===== src/pkg/cis_pkg.sv =====
// constants for the charger input supervisor
package cis_pkg;

    // ********************************************************
    // bus geometry and register offsets
    // ********************************************************
    localparam int AW = 8;
    localparam int DW = 32;
    localparam int MW = 16;

    localparam logic [AW-1:0] OFF_CTRL     = 8'h00;
    localparam logic [AW-1:0] OFF_IRQ_STAT = 8'h04;
    localparam logic [AW-1:0] OFF_IRQ_MASK = 8'h08;
    localparam logic [AW-1:0] OFF_STATUS   = 8'h0c;
    localparam logic [AW-1:0] OFF_ILIM     = 8'h10;
    localparam logic [AW-1:0] OFF_CHG      = 8'h14;
    localparam logic [AW-1:0] OFF_RAIL_REF = 8'h18;

    // ********************************************************
    // field positions and reset values
    // ********************************************************
    localparam int CTRL_OVP_LSB = 0;
    localparam int CTRL_CON_EN  = 2;
    localparam int CTRL_DIS_EN  = 3;
    localparam int CTRL_W       = 4;
    localparam logic [CTRL_W-1:0] CTRL_RST = 4'h0;

    localparam int IRQ_CON = 0;
    localparam int IRQ_DIS = 1;
    localparam int IRQ_IN  = 2;
    localparam int IRQ_W   = 3;
    localparam logic [IRQ_W-1:0] IRQ_STAT_RST = 3'h0;
    localparam logic [IRQ_W-1:0] IRQ_MASK_RST = 3'h7;

    localparam int ST_VALID   = 0;
    localparam int ST_ADAPTER = 1;
    localparam int ST_CHG_EN  = 2;
    localparam int ST_OVP     = 3;
    localparam int ST_UVLO    = 4;
    localparam int ST_DCR     = 5;
    localparam int ST_PATH_IN = 6;
    localparam int ST_PATH_BT = 7;
    localparam int ST_SHIFT   = 8;

    localparam logic [MW-1:0] RAIL_REF_RST = 16'h1130;

    // ********************************************************
    // voltages in millivolts
    // ********************************************************
    localparam logic [MW-1:0] OVP_TH_00   = 16'h19c8;
    localparam logic [MW-1:0] OVP_TH_01   = 16'h1b58;
    localparam logic [MW-1:0] OVP_TH_10   = 16'h1d4c;
    localparam logic [MW-1:0] OVP_TH_11   = 16'h1f40;
    localparam logic [MW-1:0] OVP_RESUME  = 16'h1770;
    localparam logic [MW-1:0] UVLO_TH     = 16'h0dac;
    localparam logic [MW-1:0] UVLO_HYST   = 16'h01f4;
    localparam logic [MW-1:0] RAIL_DROOP  = 16'h00c8;

    // ********************************************************
    // currents in milliamps and current divisors
    // ********************************************************
    localparam logic [MW-1:0] ILIM_USB_LO = 16'h0064;
    localparam logic [MW-1:0] ILIM_USB_HI = 16'h01c2;
    localparam logic [MW-1:0] ILIM_AC     = 16'h07d0;
    localparam logic [MW-1:0] CHG_USB_LO  = 16'h005a;
    localparam logic [MW-1:0] CHG_USB_HI  = 16'h01c2;
    localparam logic [MW-1:0] PRE_USB     = 16'h002d;
    localparam logic [MW-1:0] AC_LOW_DIV  = 16'h0005;
    localparam logic [MW-1:0] PRE_AC_DIV  = 16'h000a;

    // ********************************************************
    // timing
    // ********************************************************
    localparam int CLK_PERIOD_NS = 40;
    localparam int DCR_STEP_NS   = 10000;
    localparam int DCR_STEP_CYC  = DCR_STEP_NS / CLK_PERIOD_NS;
    localparam int DCR_MAX_SHIFT = 3;

endpackage


===== src/pkg/cis_mon_if.sv =====
// supply monitor results passed to the supervisor core
`timescale 1ns/10ps
interface cis_mon_if;
    logic input_valid;
    logic ovp_lock;
    logic uvlo_lock;
    logic charge_ok;

    modport src (
        output input_valid,
        output ovp_lock,
        output uvlo_lock,
        output charge_ok
    );
    modport dst (
        input input_valid,
        input ovp_lock,
        input uvlo_lock,
        input charge_ok
    );
endinterface


===== src/hw/cis_supply_monitor.sv =====
// over-voltage and under-voltage supervision of the charger input
`timescale 1ns/10ps
module cis_supply_monitor
    import cis_pkg::*;
(
    // clock, reset and enable
    input  wire logic          clk_i,
    input  wire logic          rst_i,
    input  wire logic          ce_i,
    // measured input and threshold select
    input  wire logic [MW-1:0] vin_mv_i,
    input  wire logic [1:0]    ovp_sel_i,
    // results
    cis_mon_if.src             mon
);

    logic [MW-1:0] ovp_th;
    logic [MW:0]   uvlo_release;
    logic          ovp_q;
    logic          uvlo_q;

    always_comb begin
        case (ovp_sel_i)
            2'h0:    ovp_th = OVP_TH_00;
            2'h1:    ovp_th = OVP_TH_01;
            2'h2:    ovp_th = OVP_TH_10;
            default: ovp_th = OVP_TH_11;
        endcase
    end

    assign uvlo_release = {1'b0, UVLO_TH} + {1'b0, UVLO_HYST};

    // ********************************************************
    // over-voltage lock
    // ********************************************************
    // resume below fixed limit
    always_ff @(posedge clk_i or posedge rst_i) begin
        if (rst_i) begin
            ovp_q <= 1'b0;
        end else if (ce_i) begin
            if (vin_mv_i > ovp_th) begin
                ovp_q <= 1'b1;
            end else if (vin_mv_i < OVP_RESUME) begin
                ovp_q <= 1'b0;
            end
        end
    end

    // ********************************************************
    // under-voltage lock
    // ********************************************************
    // lockout with hysteresis
    always_ff @(posedge clk_i or posedge rst_i) begin
        if (rst_i) begin
            uvlo_q <= 1'b1;
        end else if (ce_i) begin
            if (vin_mv_i < UVLO_TH) begin
                uvlo_q <= 1'b1;
            end else if ({1'b0, vin_mv_i} >= uvlo_release) begin
                uvlo_q <= 1'b0;
            end
        end
    end

    assign mon.input_valid = (vin_mv_i >= UVLO_TH) && (vin_mv_i <= ovp_th);
    assign mon.ovp_lock    = ovp_q;
    assign mon.uvlo_lock   = uvlo_q;
    assign mon.charge_ok   = !ovp_q && !uvlo_q;

endmodule


===== src/hw/cis_current_select.sv =====
// input current limit and charge current selection
`timescale 1ns/10ps
module cis_current_select
    import cis_pkg::*;
(
    // mode pins
    input  wire logic          adapter_i,
    input  wire logic          level_i,
    // programmed fast charge current and droop reduction
    input  wire logic [MW-1:0] ichg_ma_i,
    input  wire logic [1:0]    shift_i,
    // selected currents
    output logic      [MW-1:0] ilim_ma_o,
    output logic      [MW-1:0] chg_ma_o,
    output logic      [MW-1:0] pre_ma_o
);

    logic [MW-1:0] chg_base;

    always_comb begin
        if (adapter_i) begin
            ilim_ma_o = ILIM_AC;
        end else if (level_i) begin
            ilim_ma_o = ILIM_USB_HI;
        end else begin
            ilim_ma_o = ILIM_USB_LO;
        end
    end

    // ac mode low level divides by five
    always_comb begin
        if (adapter_i) begin
            chg_base = level_i ? ichg_ma_i : ichg_ma_i / AC_LOW_DIV;
        end else begin
            chg_base = level_i ? CHG_USB_HI : CHG_USB_LO;
        end
    end

    assign chg_ma_o = chg_base >> shift_i;

    assign pre_ma_o = adapter_i ? (ichg_ma_i / PRE_AC_DIV) : PRE_USB;

endmodule


===== src/hw/cis_supervisor.sv =====
// charger input supervisor: power path, protection, current select, events
//
// Behaviour
// - valid input powers system and charges; else battery; overload uses both
// - charging stops above two-bit selected 6.6/7.0/7.5/8.0V limit
// - after over-voltage, charging resumes only below 6.0V
// - usb mode limits 100mA or 450mA by level; ac mode about 2A
// - below 3.5V charger locks out; restarts 500mV above that
// - system rail sag over 200mV lowers charge current
// - ac mode with level low cuts fast-charge current by five
// - precondition 45mA in usb mode, ten percent of programmed in ac
// - connect raises interrupt when status and connect enable are set
// - disconnect raises interrupt when status and disconnect enable set
// - valid flag is one between under- and over-voltage thresholds
// - input event status reads one after event, cleared by read
// - adapter level flag readable anytime, follows adapter input
// - interrupt output low until status is read, written clear or masked
`timescale 1ns/10ps
module cis_supervisor
    import cis_pkg::*;
(
    // clock, reset and enable
    input  wire logic          clk_i,
    input  wire logic          rst_i,
    input  wire logic          ce_i,
    // converter words from the analog side, in mV and mA
    input  wire logic [MW-1:0] charger_supply_input_mv_i,
    input  wire logic [MW-1:0] system_rail_mv_i,
    input  wire logic [MW-1:0] system_load_ma_i,
    input  wire logic [MW-1:0] current_program_resistor_pin_ma_i,
    // mode pins
    input  wire logic          adapter_mode_input_i,
    input  wire logic          charge_level_select_i,
    // register port
    input  wire logic [AW-1:0] reg_addr_i,
    input  wire logic [DW-1:0] reg_wdata_i,
    input  wire logic          reg_wr_i,
    input  wire logic          reg_rd_i,
    output logic      [DW-1:0] reg_rdata_o,
    // power path and charger control
    output logic               path_input_o,
    output logic               path_battery_o,
    output logic               charge_enable_o,
    output logic      [MW-1:0] input_limit_ma_o,
    output logic      [MW-1:0] charge_current_ma_o,
    output logic      [MW-1:0] precharge_current_ma_o,
    output logic               dynamic_current_reduction_o,
    // interrupt
    output logic               interrupt_out_n_o
);

    localparam int SYNC_W = 4 * MW + 2;
    localparam int STEP_W = $clog2(DCR_STEP_CYC + 1);
    localparam logic [STEP_W-1:0] STEP_LAST = STEP_W'(DCR_STEP_CYC - 1);
    localparam logic [1:0] SHIFT_MAX = 2'(DCR_MAX_SHIFT);

    if (DCR_STEP_CYC < 1) begin
        $error("droop step shorter than one clock");
    end

    // ********************************************************
    // input synchronisers
    // ********************************************************
    // converter words are assumed to change slowly against the clock
    logic [SYNC_W-1:0] sync1_q;
    logic [SYNC_W-1:0] sync2_q;
    logic [SYNC_W-1:0] pins_raw;

    assign pins_raw = {charger_supply_input_mv_i, system_rail_mv_i,
                       system_load_ma_i, current_program_resistor_pin_ma_i,
                       adapter_mode_input_i, charge_level_select_i};

    always_ff @(posedge clk_i or posedge rst_i) begin
        if (rst_i) begin
            sync1_q <= '0;
            sync2_q <= '0;
        end else if (ce_i) begin
            sync1_q <= pins_raw;
            sync2_q <= sync1_q;
        end
    end

    logic [MW-1:0] vin_mv;
    logic [MW-1:0] system_rail_mv;
    logic [MW-1:0] load_ma;
    logic [MW-1:0] ichg_ma;
    logic          adapter;
    logic          level;

    assign {vin_mv, system_rail_mv, load_ma, ichg_ma, adapter, level} = sync2_q;

    // ********************************************************
    // register storage
    // ********************************************************
    logic [CTRL_W-1:0] ctrl_q;
    logic [IRQ_W-1:0]  irq_stat_q;
    logic [IRQ_W-1:0]  irq_mask_q;
    logic [MW-1:0]     rail_ref_q;
    logic              wr_ctrl;
    logic              wr_stat;
    logic              wr_mask;
    logic              wr_ref;
    logic              rd_stat;

    assign wr_ctrl = reg_wr_i && (reg_addr_i == OFF_CTRL);
    assign wr_stat = reg_wr_i && (reg_addr_i == OFF_IRQ_STAT);
    assign wr_mask = reg_wr_i && (reg_addr_i == OFF_IRQ_MASK);
    assign wr_ref  = reg_wr_i && (reg_addr_i == OFF_RAIL_REF);
    assign rd_stat = reg_rd_i && (reg_addr_i == OFF_IRQ_STAT);

    always_ff @(posedge clk_i or posedge rst_i) begin
        if (rst_i) begin
            ctrl_q     <= CTRL_RST;
            irq_mask_q <= IRQ_MASK_RST;
            rail_ref_q <= RAIL_REF_RST;
        end else if (ce_i) begin
            if (wr_ctrl) begin
                ctrl_q <= reg_wdata_i[CTRL_W-1:0];
            end
            if (wr_mask) begin
                irq_mask_q <= reg_wdata_i[IRQ_W-1:0];
            end
            if (wr_ref) begin
                rail_ref_q <= reg_wdata_i[MW-1:0];
            end
        end
    end

    // ********************************************************
    // supply monitor and current selection
    // ********************************************************
    cis_mon_if mon ();

    cis_supply_monitor u_mon (
        .clk_i     (clk_i),
        .rst_i     (rst_i),
        .ce_i      (ce_i),
        .vin_mv_i  (vin_mv),
        .ovp_sel_i (ctrl_q[CTRL_OVP_LSB +: 2]),
        .mon       (mon.src)
    );

    logic [1:0]    shift_q;
    logic [MW-1:0] ilim_ma;
    logic [MW-1:0] chg_ma;
    logic [MW-1:0] pre_ma;

    cis_current_select u_cur (
        .adapter_i (adapter),
        .level_i   (level),
        .ichg_ma_i (ichg_ma),
        .shift_i   (shift_q),
        .ilim_ma_o (ilim_ma),
        .chg_ma_o  (chg_ma),
        .pre_ma_o  (pre_ma)
    );

    // ********************************************************
    // dynamic charge current reduction
    // ********************************************************
    logic [STEP_W-1:0] step_q;
    logic              sag;

    assign sag = ({1'b0, system_rail_mv} + {1'b0, RAIL_DROOP}) < {1'b0, rail_ref_q};

    always_ff @(posedge clk_i or posedge rst_i) begin
        if (rst_i) begin
            step_q <= '0;
        end else if (ce_i) begin
            step_q <= (step_q == STEP_LAST) ? '0 : step_q + 1'b1;
        end
    end

    always_ff @(posedge clk_i or posedge rst_i) begin
        if (rst_i) begin
            shift_q <= 2'h0;
        end else if (ce_i && (step_q == STEP_LAST)) begin
            if (sag && (shift_q != SHIFT_MAX)) begin
                shift_q <= shift_q + 2'h1;
            end else if (!sag && (shift_q != 2'h0)) begin
                shift_q <= shift_q - 2'h1;
            end
        end
    end

    // ********************************************************
    // power path and charger outputs
    // ********************************************************
    logic overload;

    assign overload = load_ma > ilim_ma;

    always_ff @(posedge clk_i or posedge rst_i) begin
        if (rst_i) begin
            path_input_o                <= 1'b0;
            path_battery_o              <= 1'b1;
            charge_enable_o             <= 1'b0;
            input_limit_ma_o            <= '0;
            charge_current_ma_o         <= '0;
            precharge_current_ma_o      <= '0;
            dynamic_current_reduction_o <= 1'b0;
        end else if (ce_i) begin
            path_input_o   <= mon.input_valid;
            path_battery_o <= !mon.input_valid || overload;
            charge_enable_o             <= mon.input_valid && mon.charge_ok;
            input_limit_ma_o            <= ilim_ma;
            charge_current_ma_o         <= chg_ma;
            precharge_current_ma_o      <= pre_ma;
            dynamic_current_reduction_o <= shift_q != 2'h0;
        end
    end

    // ********************************************************
    // connect and disconnect events
    // ********************************************************
    logic valid_q;
    logic ev_con;
    logic ev_dis;

    always_ff @(posedge clk_i or posedge rst_i) begin
        if (rst_i) begin
            valid_q <= 1'b0;
        end else if (ce_i) begin
            valid_q <= mon.input_valid;
        end
    end

    assign ev_con = mon.input_valid && !valid_q && ctrl_q[CTRL_CON_EN];
    assign ev_dis = !mon.input_valid && valid_q && ctrl_q[CTRL_DIS_EN];

    logic [IRQ_W-1:0] irq_set;
    logic [IRQ_W-1:0] irq_clr;

    assign irq_set = {ev_con || ev_dis, ev_dis, ev_con};

    always_comb begin
        irq_clr = wr_stat ? reg_wdata_i[IRQ_W-1:0] : '0;
        if (rd_stat) begin
            irq_clr = '1;
        end
    end

    always_ff @(posedge clk_i or posedge rst_i) begin
        if (rst_i) begin
            irq_stat_q <= IRQ_STAT_RST;
        end else if (ce_i) begin
            irq_stat_q <= (irq_stat_q & ~irq_clr) | irq_set;
        end
    end

    assign interrupt_out_n_o = !(|(irq_stat_q & irq_mask_q));

    // ********************************************************
    // register read port
    // ********************************************************
    logic [DW-1:0] status_word;
    logic [DW-1:0] rd_mux;

    always_comb begin
        status_word              = '0;
        status_word[ST_VALID]    = mon.input_valid;
        status_word[ST_ADAPTER]  = adapter;
        status_word[ST_CHG_EN]   = charge_enable_o;
        status_word[ST_OVP]      = mon.ovp_lock;
        status_word[ST_UVLO]     = mon.uvlo_lock;
        status_word[ST_DCR]      = dynamic_current_reduction_o;
        status_word[ST_PATH_IN]  = path_input_o;
        status_word[ST_PATH_BT]  = path_battery_o;
        status_word[ST_SHIFT +: 2] = shift_q;
    end

    always_comb begin
        case (reg_addr_i)
            OFF_CTRL:     rd_mux = {{(DW-CTRL_W){1'b0}}, ctrl_q};
            OFF_IRQ_STAT: rd_mux = {{(DW-IRQ_W){1'b0}}, irq_stat_q};
            OFF_IRQ_MASK: rd_mux = {{(DW-IRQ_W){1'b0}}, irq_mask_q};
            OFF_STATUS:   rd_mux = status_word;
            OFF_ILIM:     rd_mux = {{(DW-MW){1'b0}}, input_limit_ma_o};
            OFF_CHG:      rd_mux = {precharge_current_ma_o, charge_current_ma_o};
            OFF_RAIL_REF: rd_mux = {{(DW-MW){1'b0}}, rail_ref_q};
            default:      rd_mux = '0;
        endcase
    end

    // data stand only in the cycle after the strobe
    always_ff @(posedge clk_i or posedge rst_i) begin
        if (rst_i) begin
            reg_rdata_o <= '0;
        end else if (ce_i) begin
            reg_rdata_o <= reg_rd_i ? rd_mux : '0;
        end
    end

endmodule


===== config.mk =====
export PLATFORM = sky130hd
export DESIGN_NAME = cis_supervisor
export DESIGN_NICKNAME = d
export VERILOG_FILES = /design/src/pkg/cis_pkg.sv /design/src/pkg/cis_mon_if.sv /design/src/hw/cis_supply_monitor.sv /design/src/hw/cis_current_select.sv /design/src/hw/cis_supervisor.sv
export SDC_FILE = /design/constraint.sdc
export NUM_CORES = 1
export LEC_CHECK = 0
export BUFFER_PORTS_ARGS = -buffer_cell sky130_fd_sc_hd__buf_2
export CELL_PAD_IN_SITES_DETAIL_PLACEMENT = 2
export CELL_PAD_IN_SITES_GLOBAL_PLACEMENT = 2
export CORE_MARGIN = 4
export CORE_UTILIZATION = 35
export CTS_BUF_LIST = sky130_fd_sc_hd__clkbuf_8
export DETAILED_ROUTE_END_ITERATION = 12
export GPL_TIMING_DRIVEN = 0
export HOLD_SLACK_MARGIN = 0.06
export PLACE_DENSITY_LB_ADDON = 0.1
export RECOVER_POWER = 50
export SLEW_MARGIN = 20
export SYNTH_ARGS = -nofsm -noshare
export SYNTH_HDL_FRONTEND = slang
export SYNTH_SLANG_ARGS = --single-unit

===== constraint.sdc =====
create_clock -name clk_i -period 23.1 [get_ports clk_i]
set_input_delay 4.62 -clock clk_i [delete_from_list [all_inputs] [get_ports clk_i]]
set_output_delay 4.62 -clock clk_i [all_outputs]
set_load 0.05 [all_outputs]

==> metrics.csv, run 1 <==
metric,value,unit
drv_cap,2,
hold_ws,0.485,ns
slew_headroom,-221,%
place_congestion,0.872,
crit_type,input pin to asynchronous set/reset pin,
clock_sinks,237,
p_per_area,92.4,nW/µm²
synth-edff-count,0,
dp_slack,15.74,ns
synth_top_area_cell,dfrtp_1,
syn_avg_cell_area,10.3,µm²
ys_types,105,
fin_crit,10.57,ns
area_growth,18.0,%
maxSlewViolCount,160,
violations,"max-capacitance violations, max-slew violations",
place_hpwl,34.7,mm
start_util,35.7,%
grt_usage,22.7,%
rsz0062_at_grt,no,
setup_slack,12.53,ns
cts_resized,0,
timing.setup.tns,0,ns
cts_tree,built,
finalNetCount,1641,
portBuffers,165,
worstPathCellList,"buf_2, clkinvlp_2, clkbuf_1",
dr.pass1.iters,4,
viasPerCell,5.55,
ys_seq_elements,237,
min_path_type,register to register,
grt_pass1_wl,73.3,mm
tightest_slew,4.81,ns
synth_ff_type,dfrtp_1,
hold_viol,0,
ys_warn_count,0,
clk_latency,0.61,ns
cts_hold_buf,0,
drt_iter0_markers,617,
rows,70,
outcome,finished with violations,
synth.top_cell.area_share,43.4,%
finalPower,1430,µW
cts_buffers,45,
cp_data_required_time,22.65,ns
fmax,94.6,MHz
crit_path_end_kind,asynchronous set/reset pin,
core_region_area,36800,µm²
arrival,10.13,ns
leakage,0.00686,µW
ys_async_sr_fraction,100,%
critPathSlowestCell,clkbuf_1,
seq_area_frac_synth,45.2,%
final_antenna_net_count,0,
clock-skew-final,0.0327,ns
antenna_found_initial,0,
cts_root_buf,clkbuf_8,
stdcell_count,1998,
drc,0,
grt_overflow_total,0,
max_stage_delay,3.48,ns
whs_path_depth,1,
die-width,202,µm
ir_drop,0.0000487,V
syn_inst,1270,
post-place-cells,1917,
pin_count,196,
clk_path_buf_depth,3,
crit_path_max_fanout,88,
cts_setup_buffers,0,
wl,46.6,mm
wl_per_cell,23.3,µm
r2r.worst_path.cells,21,
grt_pass1_vias,12300,
die_h,202,µm
drive_above_1_share,29.3,%
vias,11100,
setup_viol,0,
netlist_area,13100,µm²
start_kind,input pin,
synth_area_leaders,"dfrtp_1 (43%), mux2_2 (13%), o21ai_0 (3.4%)",
grt_max_degree,89,
cts_max_level,2,
clk_pin_slew_worst_paths,0.06,ns
finalCritPeriodShare,45.8,%
die-area,40700,µm²
-- state kept, by name (all words and copies together), names as in the netlist --
| register | cells |
|---|---|
| irq_stat_q | 3 |
| u_mon.mon.uvlo_lock | 1 |
| shift_q | 2 |
| path_battery_o | 1 |
| step_q | 8 |
| charge_current_ma_o | 16 |
| input_limit_ma_o | 5 |
| ctrl_q | 4 |
| dynamic_current_reduction_o | 1 |
| u_mon.mon.ovp_lock | 1 |
| valid_q | 1 |
| reg_rdata_o | 29 |
| irq_mask_q | 3 |
| sync2_q | 66 |
| rail_ref_q | 16 |
| sync1_q | 66 |
| charge_enable_o | 1 |
| precharge_current_ma_o | 13 |
-- metal layers --
layer / track usage [%] / vias to the layer above / part of all wire [%]
li1: - / 5089 / -
met1: 30.8 / 5760 / 46
met2: 37.7 / 181 / 48
met3: 3.80 / 58 / 3.6
met4: 6.10 / 0 / 2.1
met5: 0 / - / 0
-- synth_stat cells (5+ instances only) --
| master | count |
|---|---|
| o211ai_1 | 5 |
| o21a_1 | 6 |
| dfstp_2 | 9 |
| or3_1 | 5 |
| a21o_1 | 18 |
| inv_1 | 45 |
| dfrtp_1 | 228 |
| nand3_1 | 28 |
| a31oi_1 | 14 |
| o21ai_1 | 11 |
| and3_1 | 13 |
| a22oi_1 | 15 |
| o22ai_1 | 7 |
| nand2b_1 | 10 |
| buf_1 | 7 |
| nor3_1 | 16 |
| nor4_1 | 10 |
| clkbuf_1 | 57 |
| nor2_1 | 78 |
| buf_2 | 18 |
| nor2b_1 | 10 |
| ha_1 | 34 |
| xor2_1 | 7 |
| a211oi_1 | 6 |
| nand3b_1 | 6 |
| nand2_1 | 93 |
| a22o_1 | 16 |
| o21ai_0 | 88 |
| o221ai_1 | 5 |
| a21oi_1 | 59 |
| o2bb2ai_1 | 26 |
| buf_4 | 20 |
| xnor2_1 | 9 |
| nand4_1 | 11 |
| mux2i_1 | 14 |
| mux2_2 | 147 |
-- worst max-delay path, delay by kind of cell --
family | cells | cell delay [ns]
buffers and inverters | 3 | 5.41
-- logic make-up (layout without fill, tap and decap cells) --
| kind of cell | after synthesis | count (layout) | share of synthesized area [%] |
|---|---|---|---|
| other cells | 1 | 14 | 0.0285 |
| xor+xnor | 18 | 18 | 1.40 |
| buf+inv | 153 | 400 | 5.23 |
| fa+ha+maj | 35 | 35 | 3.32 |
| compound gates | 343 | 343 | 18.4 |
| mux | 163 | 163 | 14.0 |
| flops | 237 | 237 | 45.2 |
| simple gates | 320 | 320 | 12.4 |
-- final timing paths --
path	startpoint	end	slack, ns
hold reg to reg	reg_rdata_o[11]	reg_rdata_o[11]	0.49
setup / recovery	rst_i	reg_rdata_o[10]	12.53
setup reg to reg	sync2_q[15]	charge_current_ma_o[1]	16.65
hold / removal	reg_rdata_o[11]	reg_rdata_o[11]	0.49
max in group clk_i	reg_addr_i[0]	reg_rdata_o[20]	16.34
min in group asynchronous	rst_i	sync1_q[23]	4.97
-- where the power goes --
part           internal [µW]  switching, µW  total (µW)
Clock                    222            191         412
Combinational            182            327         509
Sequential               465           47.4         513
-- area by class of cell --
cell class / count / area (µm²)
timing repair buffer: 167 / 848
clock inverter: 30 / 193
clock buffer: 50 / 688
inverter: 49 / 185
buffer: 104 / 503
sequential: 237 / 5940
antenna: 1 / 2.50
fill: 3965 / 21300
multi-input combinational: 892 / 6560
tap: 468 / 586
-- layout by cell type (no fill, tap or decap), types with 18 or more instances in the layout --
master / Yosys / routed
a21o_1: 18 / 18
a21oi_1: 59 / 59
buf_2: 18 / 176
buf_4: 20 / 20
clkbuf_1: 57 / 65
clkbuf_8: 0 / 50
dfrtp_1: 228 / 228
ha_1: 34 / 34
inv_1: 45 / 66
mux2_2: 147 / 146
nand2_1: 93 / 93
nand3_1: 28 / 28
nor2_1: 78 / 78
o21ai_0: 88 / 88
o2bb2ai_1: 26 / 26
-- stage by stage --
stage / cell area [µm²] / utilization, %
2_1_floorplan: 13200 / -
3_3_place_gp: 14600 / 39.7
3_5_place_dp: 14700 / 39.9
4_1_cts: 15500 / 42.3
5_1_grt: 15500 / 42.1
6_report: 15500 / 42.2
Power figures use the tool's default switching activity.
==> inputs of run 2 (changes only) <==
==> constraint.sdc (replaced) <==
create_clock -name clk_i -period 10.2 [get_ports clk_i]
set_input_delay 2.04 -clock clk_i [delete_from_list [all_inputs] [get_ports clk_i]]
set_output_delay 2.04 -clock clk_i [all_outputs]
set_load 0.05 [all_outputs]
==> run 2 against run 1 <==
Sequential share of layout area fell by 0.065 points; largest power group unchanged; register-to-register slack got worse by 13 ns; the flow still finishes with violations (max-capacitance violations, max-slew violations); hold slack barely moved; global-route usage did not move; design area rose by 0.17%; utilization rose by 0.071 points; largest cell class unchanged; via count barely moved; non-clock buffer count did not move; flip-flop and latch count did not move; wire length fell by 0.12%; clock skew rose by 0.0013 ns.
==> metrics.csv, run 2 (same netlist as run 1, synthesis figures left out) <==
metric,value,unit,change
dr.pass1.iters,4,,unchanged
fmax,156,MHz,
register_area,5940,µm²,unchanged
finalCritPeriodShare,62.9,%,
clock_sinks,237,,unchanged
cts_max_level,2,,unchanged
r2r.worst_path.cells,21,,unchanged
whs_path_depth,1,,unchanged
pwr-share-comb,35.5,%,about the same
r2r-start,sync2_q[15],,unchanged
reg2reg_slack,3.78,ns,was 16.65 ns
layout_common_cells,"dfrtp_1 (228), buf_2 (173), mux2_2 (147)",,"was dfrtp_1 (228), buf_2 (176), mux2_2 (146)"
place_hpwl,34.7,mm,unchanged
die-area,40700,µm²,unchanged
grt_pass1_wl,73.3,mm,unchanged
grt_usage,22.7,%,unchanged
cpLargestDelayFamily,compound AO/OA/AOI/OAI gates,,was buffers and inverters
hold_ws,0.485,ns,about the same
stdcell_count,1998,,unchanged
antenna_found_initial,0,,unchanged
grt_max_degree,89,,unchanged
clk_latency,0.61,ns,about the same
core_region_area,36800,µm²,unchanged
worstPathCellList,"buf_6, xnor2_1, mux2i_1, o31a_1, o21ai_2, nand2_2, a221o_1, or2_1, a31o_4, a21boi_4, nor4_4, nand2_2, o311a_1, a32o_2, xnor2_4, inv_1, ha_1, o311ai_4, a31oi_1, o311ai_1, o21ai_1",,"was buf_2, clkinvlp_2, clkbuf_1"
power.switching,1280,µW,was 564 µW
start_kind,register,,was input pin
violations,"max-capacitance violations, max-slew violations",,unchanged
start_util,35.7,%,unchanged
drc,0,,unchanged
final_common_cell,dfrtp_1,,unchanged
rows,70,,unchanged
cts_buffers,45,,unchanged
rsz0062_at_grt,no,,unchanged
use_met3,3.80,%,unchanged
wl_per_cell,23.3,µm,about the same
drive_above_1_share,29.3,%,unchanged
p_clk_share,28.7,%,was 28.8%
ir_drop,0.000111,V,was 0.0000487 V
setup_viol,0,,unchanged
clk_pin_slew_worst_paths,0.07,ns,was 0.06 ns
place_congestion,0.872,,unchanged
grt.busiest_layer,met2,,unchanged
cpMostUsedCell,nand2_2,,
portBuffers,165,,unchanged
vias,11100,,about the same
fin_crit,6.42,ns,
crit_start,sync2_q[15],,was rst_i
finalPower,3250,µW,was 1430 µW
cts_resized,0,,unchanged
leakage,0.00686,µW,about the same
die-width,202,µm,unchanged
crit_path_max_fanout,10,,was 88
arrival,6.89,ns,was 10.13 ns
cts_tree,built,,unchanged
multi_input_area,6570,µm²,was 6560 µm²
finalNetCount,1641,,unchanged
cts_hold_buf,0,,unchanged
timing.rr.end,charge_current_ma_o[1],,unchanged
die_h,202,µm,unchanged
wl,46.5,mm,was 46.6 mm
post-place-cells,1917,,unchanged
max_stage_delay,0.51,ns,was 3.48 ns
tightest_slew,3.39,ns,was 4.81 ns
dp_slack,3.82,ns,was 15.74 ns
met1_usage,30.8,%,unchanged
worstHoldStart,reg_rdata_o[11],,unchanged
cts_root_buf,clkbuf_8,,unchanged
cp_num_buf_inv,2,,was 3
cp_data_required_time,10.67,ns,was 22.65 ns
grt_pass1_vias,12300,,unchanged
top_regs,"sync1_q x66, sync2_q x66, reg_rdata_o x29",,unchanged
setup_slack,3.78,ns,was 12.53 ns
maxSlewViolCount,71,,was 160
pwr-share-seq,35.8,%,about the same
crit_type,register to register,,was input pin to asynchronous set/reset pin
grt_overflow_total,0,,unchanged
clock-skew-final,0.0340,ns,was 0.0327 ns
min_path_type,register to register,,unchanged
final_antenna_net_count,0,,unchanged
p_per_area,209,nW/µm²,was 92.4 nW/µm²
outcome,finished with violations,,unchanged
cts_setup_buffers,0,,unchanged
crit_path_end_kind,register,,was asynchronous set/reset pin
nFillCells,3962,,was 3965
area_growth,18.2,%,was 18.0%
drv_cap,1,,was 2
p_int,1970,µW,was 869 µW
viasPerCell,5.55,,about the same
drt_iter0_markers,583,,was 617
switching_share,39.3,%,was 39.4%
slew_headroom,-127,%,was -221%
clk_path_buf_depth,3,,unchanged
holdPathEnd,reg_rdata_o[11],,unchanged
hold_viol,0,,unchanged
grtUsageMet2,37.7,%,unchanged
critPathSlowestCell,a221o_1,,was clkbuf_1
pin_count,196,,unchanged
## run 2: per-layer routing
metal	up-vias	routed length [µm]
li1	5086	-
met1	5741	21500
met2	195	22300
met3	58	1740
met4	0	978
met5	-	0
## run 2: worst max path at each step
| stage | end | depth (start not counted) |
|---|---|---|
| after floorplan | charge_current_ma_o[0] | 1 |
| after global routing | charge_current_ma_o[1] | 20 |
| after global placement | reg_rdata_o[19] | 2 |
| after CTS | charge_current_ma_o[1] | 21 |
| final | charge_current_ma_o[1] | 21 |
| after detailed placement | charge_current_ma_o[1] | 21 |
## run 2: area by class of cell
class                      count  area share (%)
buffer                       104            3.24
sequential                   237            38.3
timing repair buffer         167            5.59
inverter                      49            1.19
clock buffer                  50            4.43
tap                          468            3.77
clock inverter                30            1.24
multi-input combinational    892            42.3
antenna                        1          0.0161
## run 2: through the flow
| stage | TNS (ns) | instance area, µm² | util, % |
|---|---|---|---|
| final | 0 | 15500 | 42.2 |
| after global routing | 0 | 15500 | 42.2 |
| after CTS | 0 | 15500 | 42.3 |
| after detailed placement | 0 | 14700 | 39.9 |
| after global placement | -300.71 | 14600 | 39.7 |
| after floorplan | 0 | 13200 | - |
## run 2: power groups by stage
stage,clock (µW),sequential (µW),combinational (µW)
CTS,966,1160,1160
floorplan,0,1240,731
detailed placement,0,1180,1150
finish,933,1160,1150
global route,1010,1180,1260
global placement,0,1170,1110
==> inputs of run 3 (changes only) <==
==> constraint.sdc (replaced) <==
create_clock -name clk_i -period 6.03 [get_ports clk_i]
set_input_delay 1.206 -clock clk_i [delete_from_list [all_inputs] [get_ports clk_i]]
set_output_delay 1.206 -clock clk_i [all_outputs]
set_load 0.05 [all_outputs]
==> run 3 against run 2 <==
The flow still finishes with violations (max-capacitance violations, max-slew violations); power up 73%; design area is 1.5% higher; sequential power rose by 70%; largest cell class unchanged; global-route usage increased by 0.38 points; sequential share of layout area shrank 0.55 points; clock power increased by 74%; cell count grew 0.55%; first-iteration DRC count down 9.9%; via count rose by 0.98%; fmax is 10% higher.
==> metrics.csv, run 3 (same netlist as run 1, synthesis figures left out) <==
metric,value,unit,change
outcome,finished with violations,,unchanged
violations,"max-capacitance violations, max-slew violations",,unchanged
ir_drop,0.000211,V,was 0.000111 V
cp_data_required_time,6.52,ns,was 10.67 ns
grt_overflow_total,0,,unchanged
dp_slack,-0.373,ns,was 3.82 ns
final_antenna_net_count,0,,unchanged
grt_usage,23.0,%,was 22.7%
multi_input_area,6690,µm²,was 6570 µm²
viasPerCell,5.57,,was 5.55
rows,70,,unchanged
start_util,35.7,%,unchanged
nFillCells,3930,,was 3962
arrival,6.30,ns,was 6.89 ns
cts_max_level,2,,unchanged
finalNetCount,1655,,was 1641
portBuffers,165,,unchanged
timing.rr.end,charge_current_ma_o[1],,unchanged
leakage,0.00693,µW,was 0.00686 µW
vias,11200,,was 11.1k
min_path_type,register to register,,unchanged
slew_headroom,-15.3,%,was -127%
register_area,5940,µm²,about the same
clock_sinks,237,,unchanged
finalCritPeriodShare,96.3,%,was 62.9%
drt_iter0_markers,525,,was 583
wl,47.3,mm,was 46.5 mm
worstHoldStart,sync1_q[9],,was reg_rdata_o[11]
start_kind,register,,unchanged
reg2reg_slack,0.22,ns,was 3.78 ns
drv_cap,4,,was 1
wl_per_cell,23.5,µm,was 23.3 µm
place_hpwl,35.3,mm,was 34.7 mm
crit_path_max_fanout,10,,unchanged
setup_slack,0.222,ns,was 3.78 ns
clk_latency,0.63,ns,was 0.61 ns
holdPathEnd,sync2_q[9],,was reg_rdata_o[11]
grt_max_degree,33,,was 89
r2r.worst_path.cells,22,,was 21
fin_area,15800,µm²,was 15500 µm²
maxSlewViolCount,125,,was 71
clock-skew-final,0.0240,ns,was 0.0340 ns
hold_viol,0,,unchanged
layout_common_cells,"dfrtp_1 (227), buf_2 (173), mux2_2 (147)",,"was dfrtp_1 (228), buf_2 (173), mux2_2 (147)"
top_regs,"sync1_q x66, sync2_q x66, reg_rdata_o x29",,unchanged
grt_pass1_wl,74.6,mm,was 73.3 mm
clk_path_buf_depth,3,,unchanged
die-area,40700,µm²,unchanged
cts_tree,built,,unchanged
setup_viol,0,,unchanged
placed_area,14800,µm²,was 14700 µm²
crit_path_end_kind,register,,unchanged
fmax,172,MHz,was 156 MHz
die-width,202,µm,unchanged
fin_crit,5.81,ns,was 6.42 ns
pin_count,196,,unchanged
drc,0,,unchanged
area_growth,20.0,%,was 18.2%
cts_root_buf,clkbuf_8,,unchanged
final_common_cell,dfrtp_1,,unchanged
cts_buffers,45,,unchanged
p_per_area,357,nW/µm²,was 209 nW/µm²
drive_above_1_share,31.5,%,was 29.3%
cts_hold_buf,0,,unchanged
die_h,202,µm,unchanged
tightest_slew,1.73,ns,was 3.39 ns
clk_pin_slew_worst_paths,0.07,ns,about the same
place_congestion,0.876,,was 0.872
finalPower,5630,µW,was 3250 µW
crit_type,register to register,,unchanged
r2r-start,sync2_q[17],,was sync2_q[15]
core_region_area,36800,µm²,unchanged
dr.pass1.iters,5,,was 4
grt_pass1_vias,12400,,was 12.3k
whs_path_depth,2,,was 1
antenna_found_initial,2,,was 0
==> run 3: changes by cell type in the layout (fill, tap and decap cells not counted), sizes merged <==
cell    change
clkbuf     +13
inv         -9
buf         +8
bufinv      -1
clkinv      -1
diode       +1
==> run 3: critical path: stages, from the launching register on <==
cell	delay, ns
dfrtp_1	0.35
buf_2	0.17
buf_4	0.19
or3b_1	0.40
a32oi_2	0.25
nor2_1	0.14
nor2_2	0.30
a31oi_2	0.07
a221o_2	0.42
or2_1	0.26
a31o_4	0.28
or4_1	0.58
a31oi_4	0.20
a211oi_4	0.10
o311a_1	0.17
a32o_2	0.32
xnor2_4	0.19
inv_1	0.07
ha_2	0.21
o311ai_4	0.33
a31oi_1	0.15
o311ai_2	0.39
o21ai_1	0.13
==> run 3: worst max-delay path by stage <==
stage / start / end / slack, ns / depth (start not counted)
finish: sync2_q[17] / charge_current_ma_o[1] / 0.22 / 22
global route: sync2_q[15] / charge_current_ma_o[1] / -0.06 / 22
CTS: sync2_q[17] / charge_current_ma_o[1] / 0.06 / 22
detailed placement: sync2_q[11] / charge_current_ma_o[1] / -0.37 / 20
global placement: sync2_q[11] / charge_current_ma_o[1] / -0.28 / 20
floorplan: sync2_q[15] / charge_current_ma_o[1] / 0.84 / 21
==> run 3: cell type report <==
cell class,instances,share of cell area [%]
Multi-Input combinational cell,892,42.4
Clock buffer,57,4.98
Sequential cell,237,37.7
Clock inverter,19,0.786
Buffer,104,3.31
Timing Repair Buffer,181,5.87
Tap cell,468,3.71
Antenna cell,2,0.0317
Inverter,49,1.18
==> run 3: metal layers <==
metal  share of wire (%)  GRT usage, %
met4                 2.5          6.96
met5                   0             0
met1                  45          30.8
met3                 3.6          3.48
met2                  49          38.8
==> run 3: stage by stage <==
step	hold slack [ns]	std cells	util, %	TNS [ns]
final	0.481	2009	42.9	0
after floorplan	0.449	1282	-	0
after global routing	0.510	2008	42.8	-0.0585
after detailed placement	0.473	1923	40.2	-0.373
after global placement	0.466	1915	39.7	-0.284
after CTS	0.488	2001	42.9	0
==> run 3: repair_timing <==
action / in CTS / in global routing
endpoints found under the setup margin: 1 / 2
pin swaps: 4 / 10
gates cloned: 0 / 0
resized for setup: 12 / 22
buffers inserted: 2 / 6
==> run 3: power breakdown <==
| group | internal [µW] | leakage [µW] | total (µW) | switching, µW |
|---|---|---|---|---|
| registers | 1780 | 0.00289 | 1970 | 185 |
| logic | 759 | 0.00353 | 2040 | 1280 |
| clock network | 892 | 0.000515 | 1620 | 733 |
